### config.mk
export PLATFORM = sky130hd
export DESIGN_NAME = csr_reset_config
export DESIGN_NICKNAME = d
export VERILOG_FILES = /design/src/logic/csr_pkg.sv /design/src/logic/csr_reset_config.sv
export VERILOG_INCLUDE_DIRS = /design/src /design/src/logic
export SDC_FILE = /design/constraint.sdc
export NUM_CORES = 1
export LEC_CHECK = 0
export BUFFER_PORTS_ARGS = -buffer_cell sky130_fd_sc_hd__buf_2
export CORE_MARGIN = 2
export CORE_UTILIZATION = 42
export CTS_BUF_LIST = sky130_fd_sc_hd__clkbuf_8
export DETAILED_ROUTE_END_ITERATION = 8
export GPL_ROUTABILITY_DRIVEN = 0
export PLACE_DENSITY_LB_ADDON = 0.05
export SYNTH_ARGS = -nofsm -noshare
export SYNTH_HDL_FRONTEND = slang
export SYNTH_SLANG_ARGS = --single-unit
### constraint.sdc
create_clock -name i_core_clk -period 1.4 [get_ports i_core_clk]
set_input_delay 0.14 -clock i_core_clk [delete_from_list [all_inputs] [get_ports i_core_clk]]
set_output_delay 0.14 -clock i_core_clk [all_outputs]
set_load 0.01 [all_outputs]
### src/logic/csr_params.svh
// Reset-time field values and field layout for the chip-select reset configuration block
`ifndef CSR_PARAMS_SVH
`define CSR_PARAMS_SVH

`define CSR_NUM_SEL 11
`define CSR_BASE_W 13
`define CSR_BASE_RST 13'h0000
// Block size encodings
`define CSR_BLK_2K 3'h0
`define CSR_BLK_1M 3'h7
// Byte field encodings
`define CSR_BYTE_OFF 2'h0
`define CSR_BYTE_BOTH 2'h3
// Read/write field encodings
`define CSR_RW_RSVD 2'h0
`define CSR_RW_BOTH 2'h3
// Acknowledge field: wait states, 4'hD gives 13
`define CSR_ACK_NOWAIT 4'h0
`define CSR_ACK_13WAIT 4'hD
// Space field encodings
`define CSR_SPACE_CPU 2'h0
`define CSR_SPACE_SU 2'h3
`define CSR_LEVEL_ANY 3'h0
`define CSR_MODE_ASYNC 1'h0
`define CSR_STRB_ADDR 1'h0
`define CSR_AVEC_EXT 1'h0
// Processor first vector fetch address
`define CSR_VECTOR_ADDR 24'h000000

`endif

### src/logic/csr_pkg.sv
// Types for the chip-select reset configuration block
package csr_pkg;
    typedef enum logic [1:0] {CSR_IN_RESET, CSR_CAPTURE, CSR_RUN} csr_phase_type;
endpackage

### src/logic/csr_reset_config.sv
// Reset configuration of chip-select pin functions, base and option fields
// What this block does
// - Low bit of each general select pin-function field resets to one.
// - High bit of general fields zero to six comes from data lines one to seven in reset; fields seven to ten reset to zero and are set to one at capture.
// - Sampled data lines have weak pull-ups so undriven gives chip-select function.
// - General select byte fields reset disabled so no general select fires.
// - General selects reset base zero, 2K, async, reserved, addr strobe, no waits, CPU space.
// - Processor fetches first vectors from address zero, supervisor program space.
// - High bit of boot pin-function field resets to one.
// - Boot option byte field resets to both bytes, boot select enabled.
// - Data line zero in reset sets boot width: low 8-bit, high 16-bit.
// - Data line zero weakly pulled high, default 16-bit boot port.
// - Boot base field resets to zero so the first access matches.
// - Boot block size resets to 1 Mbyte.
// - Boot options reset async, read/write, addr strobe, 13 waits, sup/user, any level, external.
`timescale 1ns/100ps
`include "csr_params.svh"

module csr_reset_config
    import csr_pkg::*;
(
    input wire logic i_core_clk,
    input wire logic i_rst,
    input wire logic [7:0] i_data_pin,
    input wire logic i_sw_wr_pin_fn,
    input wire logic [21:0] i_sw_pin_fn_general,
    input wire logic [1:0] i_sw_pin_fn_boot,
    input wire logic [23:0] i_bus_addr,
    input wire logic i_bus_valid,
    output logic o_data_pullup_en,
    output logic [21:0] o_pin_fn_general,
    output logic [1:0] o_pin_fn_boot,
    output logic o_boot_width16,
    output logic [12:0] o_gen_base,
    output logic [2:0] o_gen_blk,
    output logic o_gen_mode,
    output logic [1:0] o_gen_byte,
    output logic [1:0] o_gen_rw,
    output logic o_gen_strb,
    output logic [3:0] o_gen_ack,
    output logic [1:0] o_gen_space,
    output logic [2:0] o_gen_level,
    output logic o_gen_avec,
    output logic [12:0] o_boot_base,
    output logic [2:0] o_boot_blk,
    output logic o_boot_mode,
    output logic [1:0] o_boot_byte,
    output logic [1:0] o_boot_rw,
    output logic o_boot_strb,
    output logic [3:0] o_boot_ack,
    output logic [1:0] o_boot_space,
    output logic [2:0] o_boot_level,
    output logic o_boot_avec,
    output logic o_boot_select_n,
    output logic o_config_ready
);

    csr_phase_type phase;
    csr_phase_type next_phase;
    logic [7:0] data_s1;
    logic [7:0] data_s2;
    logic [7:0] data_s3;
    logic [21:0] pin_fn_general;
    logic [1:0] pin_fn_boot;
    logic [21:0] next_pin_fn_general;
    logic [1:0] next_pin_fn_boot;
    logic boot_select_n;
    localparam logic [23:0] vector_addr = `CSR_VECTOR_ADDR;

    // Pull-ups enabled on all sampled lines; off once configuration is held
    assign o_data_pullup_en = (phase != CSR_RUN);

    // Pin synchroniser, three stages
    // No reset: the straps must be sampled while reset is held
    always_ff @(posedge i_core_clk)
    begin
        data_s1 <= i_data_pin;
        data_s2 <= data_s1;
        data_s3 <= data_s2;
    end

    // Phase: enter capture on the first edge after release (synchroniser filled during reset), then run
    assign next_phase = (phase == CSR_IN_RESET) ? CSR_CAPTURE : CSR_RUN;

    always_ff @(posedge i_core_clk or posedge i_rst)
    begin
        if (i_rst)
            phase <= CSR_IN_RESET;
        else
            phase <= next_phase;
    end

    // Capture from agreeing stages; fall back to pull-up default otherwise
    genvar g;
    generate
        for (g = 0; g < `CSR_NUM_SEL; g++)
        begin : gen_fn
            logic hi_bit;
            if (g < 7)
            begin : gen_strap
                assign hi_bit = (data_s2[g + 1] == data_s3[g + 1]) ? data_s3[g + 1] : 1'b1;
            end
            else
            begin : gen_fixed
                // No strap line for these fields; pull-up level
                assign hi_bit = 1'b1;
            end
            // Software writes before run are refused
            assign next_pin_fn_general[2 * g + 1] = (phase == CSR_CAPTURE) ? hi_bit :
                (i_sw_wr_pin_fn && phase == CSR_RUN) ?
                i_sw_pin_fn_general[2 * g + 1] : pin_fn_general[2 * g + 1];
            assign next_pin_fn_general[2 * g] = (i_sw_wr_pin_fn && phase == CSR_RUN) ?
                i_sw_pin_fn_general[2 * g] : pin_fn_general[2 * g];
        end
    endgenerate

    assign next_pin_fn_boot[1] = (i_sw_wr_pin_fn && phase == CSR_RUN) ? i_sw_pin_fn_boot[1] : pin_fn_boot[1];
    assign next_pin_fn_boot[0] = (phase == CSR_CAPTURE) ?
        ((data_s2[0] == data_s3[0]) ? data_s3[0] : 1'b1) :
        ((i_sw_wr_pin_fn && phase == CSR_RUN) ? i_sw_pin_fn_boot[0] : pin_fn_boot[0]);

    always_ff @(posedge i_core_clk or posedge i_rst)
    begin
        if (i_rst)
        begin
            pin_fn_general <= 22'h155555;
            pin_fn_boot <= 2'h3;
        end
        else
        begin
            pin_fn_general <= next_pin_fn_general;
            pin_fn_boot <= next_pin_fn_boot;
        end
    end

    assign o_pin_fn_general = pin_fn_general;
    assign o_pin_fn_boot = pin_fn_boot;
    assign o_boot_width16 = pin_fn_boot[0];
    assign o_config_ready = (phase == CSR_RUN);

    // General select defaults
    assign o_gen_base = `CSR_BASE_RST;
    assign o_gen_blk = `CSR_BLK_2K;
    assign o_gen_mode = `CSR_MODE_ASYNC;
    assign o_gen_byte = `CSR_BYTE_OFF;
    assign o_gen_rw = `CSR_RW_RSVD;
    assign o_gen_strb = `CSR_STRB_ADDR;
    assign o_gen_ack = `CSR_ACK_NOWAIT;
    assign o_gen_space = `CSR_SPACE_CPU;
    assign o_gen_level = `CSR_LEVEL_ANY;
    assign o_gen_avec = `CSR_AVEC_EXT;

    // Boot select defaults
    assign o_boot_base = `CSR_BASE_RST;
    assign o_boot_blk = `CSR_BLK_1M;
    assign o_boot_mode = `CSR_MODE_ASYNC;
    assign o_boot_byte = `CSR_BYTE_BOTH;
    assign o_boot_rw = `CSR_RW_BOTH;
    assign o_boot_strb = `CSR_STRB_ADDR;
    assign o_boot_ack = `CSR_ACK_13WAIT;
    assign o_boot_space = `CSR_SPACE_SU;
    assign o_boot_level = `CSR_LEVEL_ANY;
    assign o_boot_avec = `CSR_AVEC_EXT;

    // Boot select fires on any access in the first 1 Mbyte while boot pin-function high bit is set (vector fetch at zero)
    logic boot_hit;
    assign boot_hit = i_bus_valid && pin_fn_boot[1] &&
        (i_bus_addr[23:20] == vector_addr[23:20]);

    always_ff @(posedge i_core_clk or posedge i_rst)
    begin
        if (i_rst)
            boot_select_n <= 1'b1;
        else
            boot_select_n <= ~boot_hit;
    end

    assign o_boot_select_n = boot_select_n;
endmodule

======== Word-level counts from Yosys, hierarchy flattened ========
Index checks and enable logic that the tools add are counted.
storage, ports and cells
  register bits after elaboration ......... 51
  input port bits ......................... 60
  output and inout bits ................... 92
  word-level logic and storage cells ...... 60
cells by class
  equality and inequality tests ........... 11
  muxes and demuxes ....................... 33
  bitwise gates (word level) .............. 1
  reduce and logical (&&, ||, !) cells .... 6
operators with widths
  operator              count
  $mux W1               32
  $eq A1 B1 Y1          8
  $logic_not A4 Y1      1
  $logic_and A1 B1 Y1   3
  $eq A2 B1 Y1 const B  1
  $eq A2 B2 Y1 const B  1
  $logic_not A2 Y1      1
  $mux W2               1
  $ne A2 B2 Y1 const B  1
  $reduce_bool A2 Y1    1
  $not A1 Y1            1

======== Longest topological paths before layout ========
  word-level depth ........................ 4
  mapped depth ............................ 5
  gate-level depth less buffers ........... 3

======== Worst setup path before layout ========
Ideal clock, no wire load.
  path kind ............................... flip-flop to flip-flop
  from .................................... register phase[1]
  to ...................................... register pin_fn_general[1], in the netlist o_pin_fn_general[1]
  setup time .............................. 0.126 ns
  arrival ................................. 1.151 ns
  data required time ...................... 1.274 ns
  slack ................................... 0.123 ns
  stages on the path, launching flop included .. 5
  buffers on the path ..................... 2
  period minus slack after synthesis ...... 1.277 ns
  path through ............................ dfrtp_1 -> and3b_1 -> buf_6 -> buf_6 -> a221o_1
between the ends
  longest elaborated chain between the ends .. 3
  elaborated cells between the ends (all ways) .. 5
  classes of those cells .................. eq/ne: 2; mux: 1; reduce/logical: 2
RTL lines
  item                                 line                     RTL
  start, declared                      csr_reset_config.sv:58   csr_phase_type phase;
  start signal, assigned               csr_reset_config.sv:90   phase <= next_phase;
  $eq A2 B2 Y1                         csr_reset_config.sv:110  (i_sw_wr_pin_fn && phase == CSR_RUN) ?
  $logic_and A1 B1 Y1                  csr_reset_config.sv:110
  $reduce_bool A2 Y1 (no source line)  --
  end signal, assigned                 csr_reset_config.sv:131  pin_fn_general <= next_pin_fn_general;
  end, declared                        csr_reset_config.sv:63   logic [21:0] pin_fn_general;
Parallel ways exist; a longest one is shown, timed or not.
A chain may end at the register's enable or synchronous reset.

======== Worst setup path after layout ========
  from .................................... register phase[1]
  to ...................................... register pin_fn_general[9], in the netlist o_pin_fn_general[9]
The elaborated chain is that of the path after synthesis.

==> impl_metrics.sql <==
INSERT INTO impl_metrics (metric_group, metric, value, unit) VALUES
('status', 'run_status', 'complete, no violations', ''),
('timing', 'finalCritPeriodShare', '0.936', ''),
('grt', 'first_global_vias', '1152', ''),
('placement', 'placed_cell_area', '2290', 'um2'),
('finish', 'area_growth', '18.1', '%'),
('detailed_routing', 'dr.pass1.iters', '3', ''),
('clock_network', 'clock_tree_from_tritoncts', 'yes', ''),
('floorplan', 'placeableCoreArea', '4790', 'um2'),
('synth', 'synth.yosys.seq_area_share', '0.557', ''),
('synth', 'yosys_register_bits', '51', ''),
('clock_network', 'clk_root_buffer_cell', 'sky130_fd_sc_hd__clkbuf_8', ''),
('grt', 'grt_util_all_layers', '0.121', ''),
('synth', 'synthesis.area', '2110', 'um2'),
('power_and_ir_drop', 'share_clk_of_total_power', '0.302', ''),
('synth', 'yosys.cell_types.count', '23', ''),
('detailed_routing', 'route.vias.total', '1327', ''),
('finish', 'drive_gt1_frac', '0.337', ''),
('clock_network', 'post_cts_hold_buffer_count', '10', ''),
('synth', 'async_reset_ff_frac', '0.529', ''),
('clock_network', 'cts_made_buffers', '5', ''),
('clock_network', 'cts.repair.resized', '0', ''),
('timing', 'max_freq', '763', 'MHz'),
('worst_hold_path', 'hp-class', 'primary input to flip-flop', ''),
('timing', 'report.final.setup_viol', '0', ''),
('finish', 'final_cell_count_no_fill', '358', ''),
('worst_setup_path', 'timing.critical_path.cells', 'and3b_1, buf_4, a221o_1', ''),
('worst_setup_path', 'timing.critical_path.to_type', 'flip-flop', ''),
('worst_setup_path', 'critPathMaxStageDelay', '0.42', 'ns'),
('synth', 'cell_count_after_synthesis', '207', ''),
('detailed_routing', 'detailedRoute.firstIterationViolations', '48', ''),
('floorplan', 'placement_rows', '25', ''),
('finish', 'num_antenna_cells', '0', ''),
('synth', 'dominantRegCellSynth', 'sky130_fd_sc_hd__dfxtp_1', ''),
('synth', 'avgSynthCellArea', '10.2', 'um2'),
('worst_setup_path', 'critical-path-slowest-cell', 'sky130_fd_sc_hd__dfrtp_1', ''),
('finish', 'final_design_area_no_fill', '2490', 'um2'),
('timing', 'finalClockSkew', '0.00467', 'ns'),
('placement', 'place.detailed.hpwl', '2.63', 'mm'),
('floorplan', 'die_width', '74.8', 'um'),
('worst_setup_path', 'timing.critical_path.required', '1.58', 'ns'),
('flow_run', 'cap_violations', '0', ''),
('synth', 'synth.most_common_cell', 'sky130_fd_sc_hd__buf_4', ''),
('timing', 'tns', '0', 'ns'),
('power_and_ir_drop', 'max-vdd-ir-drop', '0.761', 'mV'),
('power_and_ir_drop', 'total_switching_power', '726', 'uW'),
('floorplan', 'dieArea', '5600', 'um2'),
('synth', 'synth.top_cell.area_share', '0.232', ''),
('worst_hold_path', 'hold-path-cell-count', '3', ''),
('timing', 'period_needed', '1.31', 'ns'),
('worst_setup_path', 'worst_ep_arrival_time', '1.49', 'ns'),
('worst_setup_path', 'startpoint_kind_of_the_worst_setup_timing_path', 'flip-flop', ''),
('floorplan', 'fp.dieH', '74.8', 'um'),
('detailed_routing', 'wire_per_inst', '9.73', 'um'),
('clock_network', 'worst_setup_hold_path_clk_slew', '0.09', 'ns'),
('placement', 'placed_cells', '340', ''),
('clock_network', 'cts_max_path_buffers', '2', ''),
('detailed_routing', 'routed_wirelength', '3.48', 'mm'),
('timing', 'finalMaxSlewViolations', '0', ''),
('grt', 'grt_pass1_wl', '5.03', 'mm'),
('synth', 'synth_commonest_cells', 'sky130_fd_sc_hd__buf_4 (65), sky130_fd_sc_hd__nand2_1 (44), sky130_fd_sc_hd__dfxtp_1 (24), sky130_fd_sc_hd__nor2_1 (16), sky130_fd_sc_hd__dfstp_2 (14)', ''),
('grt', 'grt.overflow.total', '0', ''),
('worst_setup_path', 'timing.critical_path.fanout_max', '7', ''),
('finish', 'final_core_utilization', '0.520', ''),
('clock_network', 'post_cts_buffers', '0', ''),
('clock_network', 'cts_num_sinks', '51', ''),
('detailed_routing', 'drcViolationCount', '0', ''),
('clock_network', 'htree_levels', '2', ''),
('detailed_routing', 'final_antenna_net_count', '0', ''),
('timing', 'hold_ws', '0.0259', 'ns'),
('power_and_ir_drop', 'switching_share', '0.253', ''),
('detailed_routing', 'detail_routed_via_count_per_cell', '3.71', '');
-- worst paths after layout --
kind	start	to	slack (ns)
setup / recovery	phase[1]	o_pin_fn_general[9]	0.09
hold / removal	i_sw_pin_fn_general[8]	o_pin_fn_general[8]	0.03
setup reg to reg	phase[1]	o_pin_fn_general[9]	0.09
hold reg to reg	data_s1[4]	data_s2[4]	0.33
max in group asynchronous	i_rst	o_pin_fn_general[14]	0.66
min in group asynchronous	i_rst	o_pin_fn_general[3]	0.44
-- worst max-delay path: cells and delay by family, from the launching register on --
family	cells	cell delay [ns]
buffers and inverters	1	0.18
DFF	1	0.42
AOI/OAI and AO/OA	1	0.34
and+or+nand+nor	1	0.26
-- layer usage --
layer / vias up / track usage / wire length [um] / share of wire
met5: - / 0 / 0 / 0
met4: 0 / 0.0476 / 26 / 0.0075
met3: 2 / 0.0375 / 276 / 0.079
met2: 62 / 0.206 / 1600 / 0.46
met1: 578 / 0.143 / 1590 / 0.46
li1: 685 / - / - / -
-- power by group through the flow --
stage	Sequential (mW)	Clock [mW]	Combinational, mW
2_1_floorplan	1.69	0	0.312
3_3_place_gp	1.66	0	0.353
3_5_place_dp	1.66	0	0.356
4_1_cts	1.63	0.915	0.376
5_1_grt	1.64	0.978	0.423
6_report	1.63	0.864	0.373
-- kinds of logic after synthesis --
logic type / after synthesis / share of synthesized area
buffers and inverters: 73 / 0.254
flip-flops: 51 / 0.557
other: 2 / 0.00356
AND/OR/NAND/NOR: 69 / 0.138
AO/OA/AOI/OAI: 12 / 0.0475
-- cell type report --
class                   count  area [um2]
clock buffers               6        82.6
clock inverters             2        16.3
fillers                   482        2300
inverters                   3        11.3
multi-input cells         145         632
flip-flops and latches     51        1170
well taps                  67        83.8
repair buffers             84         488
-- layout by cell type (no fill, tap or decap), drive strengths merged --
cell type	synthesis	final
nand3	1	1
a21oi	2	2
nor4	1	1
dfxtp	24	24
clkinv	0	1
nand3b	1	1
or2	1	1
inv	3	3
nor2	17	17
nand2	44	44
o21ai	2	2
a221o	8	8
dlygate4sd3	0	10
clkbuf	2	6
or2b	1	1
buf	68	74
and3b	1	1
dfstp	14	14
and2b	1	1
dfrtp	13	13
conb	2	64
clkinvlp	0	1
nor2b	1	1
-- sequential cells by signal, summed over array words and instances, names as in the netlist --
name	cells
o_pin_fn_general	22
o_boot_select_n	1
data_s3	8
data_s2	8
data_s1	8
phase	2
o_pin_fn_boot	2
(Power assumes the default switching activity.)
